<file path="config.mk">
export PLATFORM = sky130hd
export DESIGN_NAME = adcss_sequencer
export DESIGN_NICKNAME = d
export VERILOG_FILES = /design/src/rtl/adcss_pkg.sv /design/src/rtl/adcss_sequencer.sv
export VERILOG_INCLUDE_DIRS = /design/src /design/src/rtl
export SDC_FILE = /design/constraint.sdc
export NUM_CORES = 1
export LEC_CHECK = 0
export ABC_AREA = 1
export BUFFER_PORTS_ARGS = -buffer_cell sky130_fd_sc_hd__buf_4
export CORE_MARGIN = 2
export CORE_UTILIZATION = 58
export CTS_CLUSTER_DIAMETER = 30
export DETAILED_ROUTE_END_ITERATION = 6
export PLACE_DENSITY = 0.88
export REMOVE_ABC_BUFFERS = 1
export SYNTH_ARGS = -nofsm -noshare
export SYNTH_HDL_FRONTEND = slang
export SYNTH_SLANG_ARGS = --single-unit
</file>
<file path="constraint.sdc">
create_clock -name clk -period 2.5 [get_ports clk]
set_input_delay 0.25 -clock clk [delete_from_list [all_inputs] [get_ports clk]]
set_output_delay 0.25 -clock clk [all_outputs]
set_load 0.02 [all_outputs]
</file>
<file path="src/rtl/adcss_map.svh">
// Register offsets, field positions and reset values of the sweep sequencer.
// Assumes an 8-bit byte address on the register port, one word per register.
`ifndef ADCSS_MAP_SVH
`define ADCSS_MAP_SVH
`define ADCSS_OFF_CTRL0 8'h00
`define ADCSS_OFF_CTRL1 8'h04
`define ADCSS_OFF_CTRL2 8'h08
`define ADCSS_OFF_CTRL3 8'h0C
`define ADCSS_OFF_CTRL4 8'h10
`define ADCSS_OFF_STATUS 8'h14
`define ADCSS_OFF_RESULT0 8'h20
`define ADCSS_RESULT_STEP 8'h04
// converter_control_0 fields.
`define ADCSS_RUN_BIT 0
`define ADCSS_TRG_SRC_BIT 1
// converter_control_1 fields.
`define ADCSS_SWEEP_LO_BIT 0
`define ADCSS_SWEEP_HI_BIT 1
`define ADCSS_MODE_BIT 2
// converter_control_2 fields.
`define ADCSS_PGS_LO_BIT 0
`define ADCSS_PGS_HI_BIT 1
`define ADCSS_HW_TRG_BIT 2
// converter_control_3 fields.
`define ADCSS_DMA_EN_BIT 0
// converter_control_4 fields.
`define ADCSS_MPG_LO_BIT 0
`define ADCSS_MPG_HI_BIT 1
// Group codes driven on the channel group output.
`define ADCSS_GRP_MAIN 2'h0
`define ADCSS_GRP_G0 2'h1
`define ADCSS_GRP_G2 2'h2
`define ADCSS_GRP_G15 2'h3
// Reset values and counts.
`define ADCSS_RESULT_RST 10'h000
`define ADCSS_SWEEP_LAST 4'hF
`define ADCSS_PIN_LAST 3'h7
`endif

</file>
<file path="src/rtl/adcss_pkg.sv">
// Types shared by the sweep sequencer.
// Assumes adcss_map.svh supplies all numeric constants.
package adcss_pkg;
  typedef enum logic {
    ADCSS_PRIO_REPEAT,
    ADCSS_MULTI_SINGLE
  } adcss_mode_t;
  typedef enum logic {
    ADCSS_IDLE,
    ADCSS_CONV
  } adcss_state_t;
endpackage : adcss_pkg

</file>
<file path="src/rtl/adcss_sequencer.sv">
// Sweep sequencer for an analog-to-digital converter core.
// Assumes a converter core that takes a start pulse with a channel and
// answers with a done pulse and a 10-bit result, all on clk.
`include "adcss_map.svh"

module adcss_sequencer (
  // Clock and reset.
  input wire logic clk,
  input wire logic rst_b,
  // Register port.
  input wire logic [7:0] reg_addr,
  input wire logic [31:0] reg_wdata,
  input wire logic reg_wr,
  input wire logic reg_rd,
  output logic [31:0] reg_rdata,
  // Start triggers.
  input wire logic ext_trig_in,
  input wire logic hw_trig_in,
  // Converter core.
  output logic conv_start,
  output logic [1:0] conv_group,
  output logic [2:0] conv_pin,
  input wire logic conv_done,
  input wire logic [9:0] conv_result,
  // Conversion-complete request towards interrupt and DMA logic.
  output logic conv_irq
);

  // Control fields.
  logic run_q;
  logic trg_src_q;
  logic hw_trg_q;
  logic [1:0] sweep_sel_q;
  adcss_pkg::adcss_mode_t mode_q;
  logic [1:0] pgs_q;
  logic dma_en_q;
  logic [1:0] mpg_q;
  // Sequencing state.
  adcss_pkg::adcss_state_t state_q;
  logic phase_q;
  logic [1:0] prio_ptr_q;
  logic [2:0] other_ptr_q;
  logic [3:0] mp_idx_q;
  logic ext_prev_q;
  logic start_q;
  logic irq_q;
  logic [1:0] grp_q;
  logic [2:0] pin_q;
  logic [9:0] result_q [0:7];
  logic [31:0] rdata_q;
  // Decoded events.
  logic wr_c0;
  logic run_set;
  logic ext_fall;
  logic trig;
  logic begin_sweep;
  logic done_ok;
  logic mp_last;
  logic [2:0] prio_last;
  logic [1:0] mp_grp;
  logic to_reg0;

  assign wr_c0 = reg_wr && (reg_addr == `ADCSS_OFF_CTRL0);
  assign run_set = wr_c0 && reg_wdata[`ADCSS_RUN_BIT] && !run_q;
  assign ext_fall = ext_prev_q && !ext_trig_in;
  assign prio_last = {1'b0, sweep_sel_q};
  assign to_reg0 = dma_en_q || (mode_q == adcss_pkg::ADCSS_MULTI_SINGLE);
  assign done_ok = (state_q == adcss_pkg::ADCSS_CONV) && conv_done && run_q;
  assign mp_last = (mp_idx_q == `ADCSS_SWEEP_LAST);

  // Trigger selection: a run write obeys the trigger source written with it,
  // so that arming an external source never fires a software start.
  always_comb begin
    if (run_set) begin
      trig = !reg_wdata[`ADCSS_TRG_SRC_BIT];
    end else if (!trg_src_q) begin
      trig = 1'b0;
    end else if (!hw_trg_q) begin
      trig = ext_fall && run_q;
    end else begin
      trig = hw_trig_in && run_q;
    end
  end

  // A trigger only counts while idle; during a conversion it is dropped.
  assign begin_sweep = trig && (state_q == adcss_pkg::ADCSS_IDLE);

  // Multi-port group code to channel group; codes 00 and 01 give group 15.
  always_comb begin
    case (mpg_q)
      2'b10: mp_grp = `ADCSS_GRP_G0;
      2'b11: mp_grp = `ADCSS_GRP_G2;
      default: mp_grp = `ADCSS_GRP_G15;
    endcase
  end

  // Software-written control fields; hardware clears run at the end of a multi-port sweep.
  always_ff @(posedge clk or negedge rst_b) begin
    if (!rst_b) begin
      run_q <= 1'b0;
      trg_src_q <= 1'b0;
      hw_trg_q <= 1'b0;
      sweep_sel_q <= 2'b00;
      mode_q <= adcss_pkg::ADCSS_PRIO_REPEAT;
      pgs_q <= 2'b00;
      dma_en_q <= 1'b0;
      mpg_q <= 2'b00;
    end else begin
      if (wr_c0) begin
        run_q <= reg_wdata[`ADCSS_RUN_BIT];
        trg_src_q <= reg_wdata[`ADCSS_TRG_SRC_BIT];
      end else if (done_ok && mode_q == adcss_pkg::ADCSS_MULTI_SINGLE
                   && mp_last) begin
        run_q <= 1'b0;
      end
      if (reg_wr && reg_addr == `ADCSS_OFF_CTRL1) begin
        sweep_sel_q <= reg_wdata[`ADCSS_SWEEP_HI_BIT:`ADCSS_SWEEP_LO_BIT];
        mode_q <= adcss_pkg::adcss_mode_t'(reg_wdata[`ADCSS_MODE_BIT]);
      end
      if (reg_wr && reg_addr == `ADCSS_OFF_CTRL2) begin
        pgs_q <= reg_wdata[`ADCSS_PGS_HI_BIT:`ADCSS_PGS_LO_BIT];
        hw_trg_q <= reg_wdata[`ADCSS_HW_TRG_BIT];
      end
      if (reg_wr && reg_addr == `ADCSS_OFF_CTRL3) begin
        dma_en_q <= reg_wdata[`ADCSS_DMA_EN_BIT];
      end
      if (reg_wr && reg_addr == `ADCSS_OFF_CTRL4) begin
        mpg_q <= reg_wdata[`ADCSS_MPG_HI_BIT:`ADCSS_MPG_LO_BIT];
      end
    end
  end

  // External trigger history for falling-edge detection.
  always_ff @(posedge clk or negedge rst_b) begin
    if (!rst_b) begin
      ext_prev_q <= 1'b1;
    end else begin
      ext_prev_q <= ext_trig_in;
    end
  end

  // Sweep state: idle until triggered, converting until stopped or done.
  always_ff @(posedge clk or negedge rst_b) begin
    if (!rst_b) begin
      state_q <= adcss_pkg::ADCSS_IDLE;
    end else begin
      case (state_q)
        adcss_pkg::ADCSS_IDLE: begin
          if (begin_sweep) begin
            state_q <= adcss_pkg::ADCSS_CONV;
          end
        end
        adcss_pkg::ADCSS_CONV: begin
          if (!run_q) begin
            state_q <= adcss_pkg::ADCSS_IDLE;
          end else if (conv_done && mode_q == adcss_pkg::ADCSS_MULTI_SINGLE
                       && mp_last) begin
            state_q <= adcss_pkg::ADCSS_IDLE;
          end
        end
        default: state_q <= adcss_pkg::ADCSS_IDLE;
      endcase
    end
  end

  // Channel pointers: interleave in priority mode, count up in multi-port.
  always_ff @(posedge clk or negedge rst_b) begin
    if (!rst_b) begin
      phase_q <= 1'b0;
      prio_ptr_q <= 2'b00;
      other_ptr_q <= 3'h1;
      mp_idx_q <= 4'h0;
    end else if (begin_sweep) begin
      phase_q <= 1'b0;
      prio_ptr_q <= 2'b00;
      other_ptr_q <= 3'(prio_last + 3'h1);
      mp_idx_q <= 4'h0;
    end else if (done_ok) begin
      mp_idx_q <= 4'(mp_idx_q + 4'h1);
      phase_q <= !phase_q;
      if (!phase_q) begin
        prio_ptr_q <= ({1'b0, prio_ptr_q} == prio_last) ? 2'b00
                      : 2'(prio_ptr_q + 2'b01);
      end else begin
        other_ptr_q <= (other_ptr_q == `ADCSS_PIN_LAST)
                       ? 3'(prio_last + 3'h1)
                       : 3'(other_ptr_q + 3'h1);
      end
    end
  end

  // Channel and start pulse for each conversion, including the next one.
  always_ff @(posedge clk or negedge rst_b) begin
    if (!rst_b) begin
      start_q <= 1'b0;
      grp_q <= `ADCSS_GRP_MAIN;
      pin_q <= 3'h0;
    end else begin
      start_q <= 1'b0;
      if (begin_sweep) begin
        start_q <= 1'b1;
        pin_q <= 3'h0;
        grp_q <= (mode_q == adcss_pkg::ADCSS_MULTI_SINGLE)
                 ? `ADCSS_GRP_MAIN : pgs_q;
      end else if (done_ok && mode_q == adcss_pkg::ADCSS_MULTI_SINGLE) begin
        if (!mp_last) begin
          start_q <= 1'b1;
          pin_q <= 3'(mp_idx_q + 4'h1);
          grp_q <= mp_idx_q[3] || (mp_idx_q[2:0] == `ADCSS_PIN_LAST)
                   ? mp_grp : `ADCSS_GRP_MAIN;
        end
      end else if (done_ok) begin
        start_q <= 1'b1;
        grp_q <= pgs_q;
        pin_q <= phase_q ? {1'b0, prio_ptr_q} : other_ptr_q;
      end
    end
  end

  // Result storage: per-channel registers or the shared register 0.
  for (genvar j = 0; j < 8; j++) begin : g_result
    always_ff @(posedge clk or negedge rst_b) begin
      if (!rst_b) begin
        result_q[j] <= `ADCSS_RESULT_RST;
      end else if (done_ok) begin
        if (to_reg0 ? (j == 0) : (pin_q == 3'(j))) begin
          result_q[j] <= conv_result;
        end
      end
    end
  end

  // Conversion-complete request, raised on the same edge as each result stored to the shared register 0.
  always_ff @(posedge clk or negedge rst_b) begin
    if (!rst_b) begin
      irq_q <= 1'b0;
    end else begin
      irq_q <= done_ok && to_reg0;
    end
  end

  // Read data, valid in the cycle after the read strobe; others read zero.
  always_ff @(posedge clk or negedge rst_b) begin
    if (!rst_b) begin
      rdata_q <= 32'h0000_0000;
    end else if (reg_rd) begin
      rdata_q <= 32'h0000_0000;
      case (reg_addr)
        `ADCSS_OFF_CTRL0: rdata_q <= {30'h0, trg_src_q, run_q};
        `ADCSS_OFF_CTRL1: rdata_q <= {29'h0, mode_q, sweep_sel_q};
        `ADCSS_OFF_CTRL2: rdata_q <= {29'h0, hw_trg_q, pgs_q};
        `ADCSS_OFF_CTRL3: rdata_q <= {31'h0, dma_en_q};
        `ADCSS_OFF_CTRL4: rdata_q <= {30'h0, mpg_q};
        `ADCSS_OFF_STATUS: rdata_q <= {26'h0, pin_q, grp_q, state_q};
        default: begin
          if (reg_addr[7:5] == 3'b001 && reg_addr[1:0] == 2'b00) begin
            rdata_q <= {22'h0, result_q[reg_addr[4:2]]};
          end
        end
      endcase
    end
  end

  assign reg_rdata = rdata_q;
  assign conv_start = start_q;
  assign conv_group = grp_q;
  assign conv_pin = pin_q;
  assign conv_irq = irq_q;

  // Checks.
  chk_trig_ignored: assert property (@(posedge clk)
    disable iff (!rst_b)
    (state_q == adcss_pkg::ADCSS_CONV && run_q && !conv_done && trig)
    |=> !start_q)
    else $error("Trigger during conversion started a new one.");
  chk_stop_idle: assert property (@(posedge clk)
    disable iff (!rst_b)
    (wr_c0 && !reg_wdata[`ADCSS_RUN_BIT]) |=> ##1
    state_q == adcss_pkg::ADCSS_IDLE)
    else $error("Clearing run did not stop the sweep.");
  chk_no_irq_prio: assert property (@(posedge clk)
    disable iff (!rst_b)
    (mode_q == adcss_pkg::ADCSS_PRIO_REPEAT && !dma_en_q && $stable(mode_q)
     && $stable(dma_en_q)) |=> !conv_irq)
    else $error("Request raised in priority mode without DMA.");
  chk_irq_each: assert property (@(posedge clk)
    disable iff (!rst_b)
    (done_ok && to_reg0) |=> conv_irq)
    else $error("Missing request after a conversion.");
  chk_sw_start: assert property (@(posedge clk)
    disable iff (!rst_b)
    (run_set && !reg_wdata[`ADCSS_TRG_SRC_BIT]
     && state_q == adcss_pkg::ADCSS_IDLE)
    |=> start_q && pin_q == 3'h0)
    else $error("Software start did not start a conversion.");
  chk_ext_start: assert property (@(posedge clk)
    disable iff (!rst_b)
    (trg_src_q && !hw_trg_q && run_q && $fell(ext_trig_in)
     && state_q == adcss_pkg::ADCSS_IDLE) |=> start_q)
    else $error("External falling edge did not start a conversion.");
  chk_prio_slot: assert property (@(posedge clk)
    disable iff (!rst_b)
    (done_ok && mode_q == adcss_pkg::ADCSS_PRIO_REPEAT && phase_q)
    |=> start_q && {1'b0, pin_q} <= {1'b0, prio_last})
    else $error("Priority slot converted a non-priority channel.");
  chk_prio_other: assert property (@(posedge clk)
    disable iff (!rst_b)
    (done_ok && mode_q == adcss_pkg::ADCSS_PRIO_REPEAT && !phase_q)
    |=> start_q && pin_q > prio_last)
    else $error("Other slot converted a priority channel.");
  chk_mp_second: assert property (@(posedge clk)
    disable iff (!rst_b)
    (done_ok && mode_q == adcss_pkg::ADCSS_MULTI_SINGLE
     && mp_idx_q == 4'h7 && mpg_q == 2'b10)
    |=> start_q && conv_group == `ADCSS_GRP_G0 && conv_pin == 3'h0)
    else $error("Ninth channel is not port group 0 channel 0.");
  chk_mp_irq: assert property (@(posedge clk)
    disable iff (!rst_b)
    (done_ok && mode_q == adcss_pkg::ADCSS_MULTI_SINGLE) |=> conv_irq)
    else $error("Multi-port conversion raised no request.");
  chk_mp_end: assert property (@(posedge clk)
    disable iff (!rst_b)
    (done_ok && mode_q == adcss_pkg::ADCSS_MULTI_SINGLE && mp_last)
    |=> !start_q && !run_q && state_q == adcss_pkg::ADCSS_IDLE)
    else $error("Multi-port sweep did not end after sixteen.");
  chk_idle_quiet: assert property (@(posedge clk)
    disable iff (!rst_b)
    (state_q == adcss_pkg::ADCSS_IDLE && !begin_sweep) |=> !start_q)
    else $error("Idle sequencer started a conversion untriggered.");
  chk_result_own: assert property (@(posedge clk)
    disable iff (!rst_b)
    (done_ok && !to_reg0)
    |=> result_q[$past(pin_q)] == $past(conv_result))
    else $error("Result missing from its channel register.");
  chk_result_zero: assert property (@(posedge clk)
    disable iff (!rst_b)
    (done_ok && to_reg0) |=> result_q[0] == $past(conv_result))
    else $error("Result missing from result register 0.");

endmodule : adcss_sequencer

</file>
==> out/metrics.cfg, run 1 <==
[run_status]
status=finished, final reports clean

[power]
pwr-share-clk=0.531
max-vdd-ir-drop_v=0.000392
p_comb_frac=0.058
intPower_mw=3.77
p_sw_mw=1.10
seq_power_share=0.411
p_sw_frac=0.226
p_per_area_nw_per_um2=716
leakagePower_nw=3.42

[grt]
grt_overflow=0
grt_max_degree=59
grt_antenna_before_repair=0
grt_pass1_wl_um=25100
grt_pass1_vias=5266
grt_use_total=0.294

[clock_network]
clkLatencyLatePin_ns=0.52
hold_buffers=2
clockRootBuffer=clkbuf_8
clockBufferDepth=2
cts_made_buffers=17
h-tree-depth=4
ctsResizeCount=0
cts_setup_buffers=0
clk_pin_slew_ns=0.06
cts_tree=done
clock-sinks=120

[critical_path]
endpoint=result_q[61]$_DFFE_PN0P_
regToRegStartpoint=run_q$_DFFE_PN0P_
worstSetupPathType=flop to flop
startpoint=run_q$_DFFE_PN0P_
reg2reg_to=result_q[61]$_DFFE_PN0P_
cpMostUsedCell=nand2_1
cp_cell_sequence=nand2_2, nor2_8, inv_4, nor3_4, nand2_1, nand2_1, o21ai_0
cp-end-kind=flop
max_stage_delay_ns=0.48
critPathLaunchType=flop
cp_slowest_cell=nand2_1
r2r_cells=7
crit_path_max_fanout=20
crit_required_ns=2.85
rrSetupSlack_ns=0.49
worstPathArrival_ns=2.37

[routing]
drt_first_pass_iters=6
routed_wl_um=15200
ant_nets=0
drc=0
drtIter0Drc=590
post_drt_wl_per_cell_um=16.9
viasPerCell=5.91
dr_total_vias=5331

[timing]
max_freq_mhz=497
layout_setup_ws_ns=0.487
final.period_utilization=0.805
tns_ns=0
slew_headroom=0.473
fin_crit_ns=2.01
finalClockSkew_ns=0.00955
setup_viol=0
drv_slew=0
rsz0062_at_grt=no
worstMarginPinSlew_ns=0.789
hold_viol=0

[die]
initial_core_util=0.597
die-area_sq_um=10800
die_h_um=104
core_sq_um=9730
num_rows=36
ios=96
die-width_um=104

[synthesis]
synth_edf_count=0
synthCells=712
syn-cell-area_sq_um=5810
dominantRegCellSynth=dfrtp_1
yosys_warnings=0
ys_types=39
synth-seq-cells=120
async_flop_share=1.00
yosysSeqAreaShare=0.517
avgSynthCellArea_sq_um=8.16

[layout]
layout-drive-gt1-share=0.138
multi_input_area_sq_um=2400
fillers=691
antenna_cells=0
final_core_util=0.699
regArea_sq_um=3010
nets=819
syn_to_final_growth_pct=17.1
final_cell_area_sq_um=6800

[place]
post_dp_cell_area_sq_um=6160
place_congestion=0.894
dp.final_hpwl_um=9490
numPortBuffers=44
dp_slack_ns=0.515

[hold_path]
hold_class=input pin to flop

[run]
max-cap-violations=0

flip-flops by register name, summed over array words and instances (netlist names), 2 cells and up:
signal / cells
reg_rdata: 10
mp_idx_q: 4
other_ptr_q: 3
mpg_q: 2
sweep_sel_q: 2
prio_ptr_q: 2
conv_pin: 3
pgs_q: 2
conv_group: 2
result_q: 80
cells by family after synthesis:
logic type               share of synthesized area
adder cells (fa/ha/maj)                     0.0108
multiplexers                               0.00388
flip-flops                                   0.517
AO/OA/AOI/OAI                                0.120
XOR/XNOR                                   0.00302
buffers and inverters                       0.0829
AND/OR/NAND/NOR                              0.262
other                                     0.000646
how the worst min path moves through the flow:
stage           start                        end  slack (ns)  cells after the start
2_1_floorplan   rst_b  conv_group[0]$_DFFE_PN0P_       -0.05                      0
5_1_grt        reg_rd   reg_rdata[2]$_DFFE_PN0P_        0.03                      3
3_5_place_dp    rst_b   reg_rdata[8]$_DFFE_PN0P_        0.35                      1
4_1_cts        reg_rd   reg_rdata[2]$_DFFE_PN0P_        0.01                      3
6_report       reg_rd   reg_rdata[2]$_DFFE_PN0P_        0.02                      3
3_3_place_gp    rst_b   result_q[68]$_DFFE_PN0P_        0.35                      1
cells in the final DEF (no fill, tap or decap), types with 11 or more instances in the layout:
cell type and instances:
o21ai_0 75, nand4_1 11, inv_1 45, nor2_1 25
a21oi_1 16, nand3_1 48, o21ai_1 26, clkbuf_16 16
dfrtp_1 118, nand2_1 247, conb_1 22, buf_4 52
worst max-delay path, delay by kind of cell, from the launching register on:
kind,cells,cell delay (ns)
AOI/OAI and AO/OA,1,0.13
buffers and inverters,1,0.11
DFF,1,0.43
and+or+nand+nor,5,1.17
metrics by stage:
step                      instances  power (mW)  hold WS (ns)
after floorplan                 683        2.16       -0.0456
after global placement          869        2.29         0.348
after detailed placement        869        2.31         0.352
after CTS                       902        4.87       0.00956
after global routing            902        5.00        0.0331
final                           902        4.87        0.0237
Yosys cell counts, types with 2 or more instances:
library cell	count	area (sq um)
dfrtp_1	118	2950
a31oi_1	2	12.5
nand2_1	247	927
clkbuf_2	4	20.0
o211ai_1	3	22.5
inv_1	45	169
nor3_4	2	32.5
nor2_2	3	18.8
nor2_1	25	93.8
nand3_1	48	240
buf_4	22	165
mux2_2	2	22.5
a22o_1	3	26.3
nand2_2	4	25.0
nor3_1	3	15.0
ha_1	5	62.6
a21oi_1	16	80.1
o21ai_1	26	130
o21ai_0	75	375
dfstp_2	2	52.6
o22ai_1	5	31.3
nor3_2	3	30.0
buf_2	16	80.1
clkbuf_1	6	22.5
nand4_1	11	68.8
or2_2	2	12.5
xor2_1	2	17.5
power groups by stage:
stage	clock (mW)	sequential, mW	combinational, mW
after global placement	0	2.03	0.263
final	2.58	2.00	0.283
after detailed placement	0	2.03	0.273
after CTS	2.59	2.00	0.280
after floorplan	0	2.03	0.130
after global routing	2.68	2.00	0.312
layout make-up:
class | count | share of cell area
Clock inverter | 12 | 0.0292
Clock buffer | 19 | 0.0620
Timing Repair Buffer | 55 | 0.0633
Multi-Input combinational cell | 516 | 0.353
Tap cell | 133 | 0.0245
Inverter | 47 | 0.0263
Sequential cell | 120 | 0.442
per-layer routing:
layer	vias to the layer above	global-route usage	wire, um
li1	2379	-	-
met1	2511	0.352	5670
met2	374	0.470	7360
met3	67	0.0896	1610
met4	0	0.172	604
met5	-	0	0
Note: power is estimated with default switching activity, not from simulation.
==> inputs of run 2 (changes only) <==
- CORE_UTILIZATION: 58 -> 56
- PLACE_DENSITY: 0.88 -> 0.85
- clock period: 2.5 -> 1.9 ns (I/O delays scaled with it)
==> run 2 against run 1 <==
  * Critical endpoint is now other_ptr_q[2]$_DFFE_PN0P_
  * Global-route usage down 0.52 points
  * Register-to-register slack worse by 0.22 ns
  * Clock power up 17%
  * Critical path depth unchanged
  * Core utilization down 2.2 points
  * Highest routed layer unchanged
  * Cell count up 1.8%
  * Largest power group unchanged
  * Combinational power up 39%
  * Non-clock buffer count up 13
==> out/metrics.cfg, run 2 (synthesis gave the netlist of run 1 again) <==
[die]
die-width_um=106  ; +1.7%
num_rows=37  ; +2.8%
initial_core_util=0.570  ; -0.0267
ios=96  ; unchanged
die-area_sq_um=11200  ; +3.4%
core_sq_um=10200  ; +4.7%
die_h_um=106  ; +1.7%

[routing]
post_drt_wl_per_cell_um=16.6  ; -1.5%
ant_nets=0  ; unchanged
drt_first_pass_iters=7  ; +1
drtIter0Drc=502  ; -15%
viasPerCell=5.70  ; -3.5%
drc=0  ; unchanged
dr_total_vias=5236  ; -1.8%
routed_wl_um=15300  ; +0.27%

[critical_path]
critPathLaunchType=flop
crit_path_max_fanout=4  ; -80%
crit_required_ns=2.31  ; -0.54 ns
cp-end-kind=flop
worstSetupPathType=flop to flop
worstPathArrival_ns=2.04  ; -0.33 ns

[clock_network]
clockBufferDepth=2  ; unchanged
cts_made_buffers=17  ; unchanged
cts_setup_buffers=0  ; unchanged
cts_tree=done
hold_buffers=4  ; +2
ctsResizeCount=0  ; unchanged
clock-sinks=120  ; unchanged
clockRootBuffer=clkbuf_8
h-tree-depth=4  ; unchanged
clkLatencyLatePin_ns=0.52  ; about the same
clk_pin_slew_ns=0.06  ; about the same

[layout]
largest_reg_flops=80  ; unchanged
syn_to_final_growth_pct=18.8
layout-drive-gt1-share=0.151  ; +0.0131
final_common_cell=nand2_1
largest_register=result_q
antenna_cells=0  ; unchanged
most-common-layout-cells=nand2_1, dfrtp_1, o21ai_0
nets=832  ; +1.6%

[place]
numPortBuffers=44  ; unchanged
place_congestion=0.903  ; +0.97%
dp_slack_ns=0.230  ; -0.285 ns
dp.final_hpwl_um=9600  ; +1.2%

[power]
max-vdd-ir-drop_v=0.000456  ; +16%
pwr-share-clk=0.500  ; -0.031
intPower_mw=4.60  ; +22%
p_comb_frac=0.065  ; +0.007
p_per_area_nw_per_um2=877  ; +22%
p_sw_frac=0.239  ; +0.0127
seq_power_share=0.435  ; +0.024
p_sw_mw=1.44  ; +31%
leakagePower_nw=3.46  ; +1.1%

[timing]
fin_crit_ns=1.64  ; -0.377 ns
worstMarginPinSlew_ns=0.603  ; -0.186 ns
rsz0062_at_grt=no
drv_slew=0  ; unchanged
hold_viol=0  ; unchanged
max_freq_mhz=611  ; +23%
slew_headroom=0.598  ; +0.125
finalClockSkew_ns=0.00972  ; +0.000173 ns
final.period_utilization=0.861  ; +0.0557
setup_viol=0  ; unchanged
tns_ns=0  ; unchanged
layout_setup_ws_ns=0.265  ; -0.223 ns

[grt]
grt_antenna_before_repair=0  ; unchanged
grt_overflow=0  ; unchanged
grt_pass1_wl_um=25100  ; about the same
grt_max_degree=43  ; -27%
grt_use_total=0.289  ; -0.00519
grt_pass1_vias=5147  ; -2.3%

[run_status]
status=finished, final reports clean

[hold_path]
hold_class=input pin to flop

[run]
max-cap-violations=0  ; unchanged

## run 2: changes by cell type in the layout (fill, tap and decap cells not counted)
cell	change
buf_12	+4
buf_4	+7
bufinv_16	-3
clkbuf_1	-1
clkbuf_8	+1
clkinv_2	+1
clkinv_4	+2
clkinvlp_4	+2
dlygate4sd3_1	+2
inv_6	-2
## run 2: cell type report
type                    count  area (sq um)
clock buffers              19           432
clock inverters            12           129
fillers                   763          3290
inverters                  47           179
multi-input cells         516          2400
flip-flops and latches    120          3010
well taps                 136           170
repair buffers             68           583
## run 2: path summary, 6_finish.rpt
path	start	endpoint	depth (start not counted)	slack [ns]
worst max-delay path	other_ptr_q[0]$_DFFE_PN1P_	other_ptr_q[2]$_DFFE_PN0P_	7	0.26
worst min-delay path	conv_result[4]	result_q[24]$_DFFE_PN0P_	3	0.02
worst max register to register	other_ptr_q[0]$_DFFE_PN1P_	other_ptr_q[2]$_DFFE_PN0P_	7	0.26
worst min register to register	result_q[32]$_DFFE_PN0P_	result_q[32]$_DFFE_PN0P_	2	0.48
max in group asynchronous	rst_b	result_q[34]$_DFFE_PN0P_	3	1.03
min in group asynchronous	rst_b	result_q[23]$_DFFE_PN0P_	2	0.22
## run 2: through the flow
stage	hold slack (ns)	total power, mW	instances	area (sq um)	utilization
6_report	0.0207	6.05	918	6900	0.677
5_1_grt	0.0361	6.22	918	6900	0.677
4_1_cts	0.00268	6.08	918	6900	0.677
3_5_place_dp	0.217	3.06	883	6300	0.618
3_3_place_gp	0.208	3.04	883	6300	0.618
2_1_floorplan	-0.106	2.84	683	5580	-
## run 2: worst max-delay path: stages (launching register included)
cell and delay [ns]:
dfstp_2 0.57, ha_1 0.15, ha_1 0.21, mux2_2 0.35, nand2_1 0.07, nand2_1 0.06
nand2_1 0.06, nand2_1 0.05
## run 2: routing by layer
layer / track usage / part of all wire / vias up
met5: 0 / 0 / -
met4: 0.129 / 0.031 / 0
met3: 0.0823 / 0.10 / 56
met2: 0.467 / 0.49 / 338
met1: 0.362 / 0.38 / 2449
li1: - / - / 2393
## run 2: power groups by stage
stage / Sequential (mW) / Clock [mW] / Combinational [mW]
floorplan: 2.67 / 0 / 0.171
global placement: 2.67 / 0 / 0.365
detailed placement: 2.67 / 0 / 0.380
CTS: 2.63 / 3.05 / 0.391
global route: 2.64 / 3.15 / 0.433
finish: 2.63 / 3.02 / 0.392
==> inputs of run 3 (changes only) <==
- BUFFER_PORTS_ARGS: -buffer_cell sky130_fd_sc_hd__buf_4 -> -buffer_cell sky130_fd_sc_hd__buf_2
==> run 3 against run 2 <==
  * Worst setup slack got worse by 0.098 ns
  * Combinational power fell by 5.4%
  * Sequential power barely moved
  * Wire length fell by 0.75%
  * Non-clock buffer count fell by 1
  * Flip-flop and latch count did not move
  * First-iteration DRC count rose by 1.2%
  * Sequential share of layout area rose by 0.75 points
  * Via count rose by 1.0%
  * Global-route usage fell by 0.21 points
  * Largest power group unchanged
  * Largest cell class unchanged
  * Count of clock-buffer cells in the layout rose by 1
==> out/metrics.cfg, run 3 (synthesis gave the netlist of run 1 again) <==
[run_status]
status=finished, final reports clean

[layout]
largest_reg_flops=80  ; unchanged
layout-drive-gt1-share=0.149  ; -0.00237
final_core_util=0.666  ; -0.0114
largest_register=result_q
syn_to_final_growth_pct=16.8
final_cell_area_sq_um=6780  ; -1.7%
antenna_cells=0  ; unchanged
final_common_cell=nand2_1
nets=831  ; -0.12%
most-common-layout-cells=nand2_1, dfrtp_1, o21ai_0

[critical_path]
r2r_cells=7  ; unchanged
critPathLaunchType=flop
worstSetupPathType=flop to flop
cp-end-kind=flop
crit_required_ns=2.31  ; about the same
worstPathArrival_ns=2.14  ; +0.10 ns
crit_path_max_fanout=20  ; +16

[die]
core_sq_um=10200  ; unchanged
die-area_sq_um=11200  ; unchanged
die-width_um=106  ; unchanged
die_h_um=106  ; unchanged
num_rows=37  ; unchanged
ios=96  ; unchanged
initial_core_util=0.570  ; unchanged

[place]
place_congestion=0.899  ; -0.40%
numPortBuffers=44  ; unchanged
post_dp_cell_area_sq_um=6160  ; -2.2%
dp.final_hpwl_um=9390  ; -2.1%

[timing]
drv_slew=0  ; unchanged
hold_viol=0  ; unchanged
max_freq_mhz=577  ; -5.7%
setup_viol=0  ; unchanged
slew_headroom=0.629  ; +0.0308
fin_crit_ns=1.73  ; +0.0982 ns
worstMarginPinSlew_ns=0.554  ; -0.0486 ns
tns_ns=0  ; unchanged
finalClockSkew_ns=0.00858  ; -0.00115 ns
final.period_utilization=0.912  ; +0.0517
rsz0062_at_grt=no

[power]
leakagePower_nw=3.43  ; -0.89%
max-vdd-ir-drop_v=0.000679  ; +49%
p_per_area_nw_per_um2=911  ; +3.9%

[clock_network]
cts_made_buffers=17  ; unchanged
clockRootBuffer=clkbuf_8
h-tree-depth=4  ; unchanged
clkLatencyLatePin_ns=0.52  ; about the same
clockBufferDepth=2  ; unchanged
clock-sinks=120  ; unchanged
clk_pin_slew_ns=0.06  ; about the same
cts_tree=done

[routing]
ant_nets=0  ; unchanged
routed_wl_um=15200  ; -0.75%
drt_first_pass_iters=5  ; -2
viasPerCell=5.77  ; +1.1%
dr_total_vias=5289  ; +1.0%
post_drt_wl_per_cell_um=16.5  ; -0.64%
drtIter0Drc=508  ; +1.2%
drc=0  ; unchanged

[grt]
grt_use_total=0.286  ; -0.00214
grt_pass1_wl_um=24900  ; -0.82%
grt_antenna_before_repair=0  ; unchanged
grt_overflow=0  ; unchanged
grt_max_degree=52  ; +21%
grt_pass1_vias=5216  ; +1.3%

[run]
max-cap-violations=0  ; unchanged

[hold_path]
hold_class=input pin to flop
holdPathStages=3  ; unchanged

run 3: cell types whose count changed in the layout (fill, tap and decap cells not counted), sizes merged:
cell | before | now
clkinv | 7 | 4
buf | 64 | 63
bufinv | 2 | 3
clkbuf | 19 | 20
inv | 47 | 48
run 3: layout make-up:
| type | count | area (sq um) |
|---|---|---|
| clock buffers | 20 | 435 |
| well taps | 136 | 170 |
| repair buffers | 67 | 443 |
| flip-flops and latches | 120 | 3010 |
| multi-input cells | 516 | 2400 |
| clock inverters | 11 | 149 |
| inverters | 47 | 179 |
| fillers | 756 | 3400 |
run 3: power breakdown:
part | internal, mW | switching (mW) | leakage [nW] | total (mW)
logic | 0.101 | 0.269 | 1.51 | 0.371
registers | 2.59 | 0.0373 | 1.63 | 2.63
clock network | 2.03 | 1.15 | 0.277 | 3.18
run 3: what timing repair did:
item,CTS,global route
endpoints found under the hold margin,71,0
gates resized for setup,0,0
setup buffers,0,0
endpoints found under the setup margin,0,0
hold buffers,4,0
run 3: routing by layer:
layer  share of wire  global-route usage
met1            0.39               0.354
met2            0.48               0.466
met3            0.10              0.0853
met4           0.030               0.129
met5               0                   0
run 3: metrics by stage:
stage / worst slack [ns] / instances / total power, mW / hold WS (ns)
after floorplan: 0.0204 / 683 / 2.84 / -0.106
after global placement: 0.342 / 882 / 3.02 / 0.140
after detailed placement: 0.203 / 882 / 3.03 / 0.150
after CTS: 0.252 / 917 / 6.19 / 0.00308
after global routing: 0.0901 / 917 / 6.37 / 0.0215
final: 0.166 / 917 / 6.18 / 0.0141
run 3: path summary, 6_finish.rpt:
check	start	to	slack, ns
max	run_q$_DFFE_PN0P_	result_q[15]$_DFFE_PN0P_	0.17
min	conv_result[6]	result_q[6]$_DFFE_PN0P_	0.01
max reg2reg	run_q$_DFFE_PN0P_	result_q[15]$_DFFE_PN0P_	0.17
min reg2reg	reg_rdata[2]$_DFFE_PN0P_	reg_rdata[2]$_DFFE_PN0P_	0.47
max in group asynchronous	rst_b	result_q[29]$_DFFE_PN0P_	1.08
min in group asynchronous	rst_b	result_q[68]$_DFFE_PN0P_	0.14
run 3: worst max-delay path, cell delays in order, from the launching register on:
cell	delay (ns)
dfrtp_1	0.45
nand2_2	0.13
nor2_8	0.17
inv_4	0.11
nor3_4	0.19
nand2_1	0.08
buf_4	0.22
o21ai_0	0.27
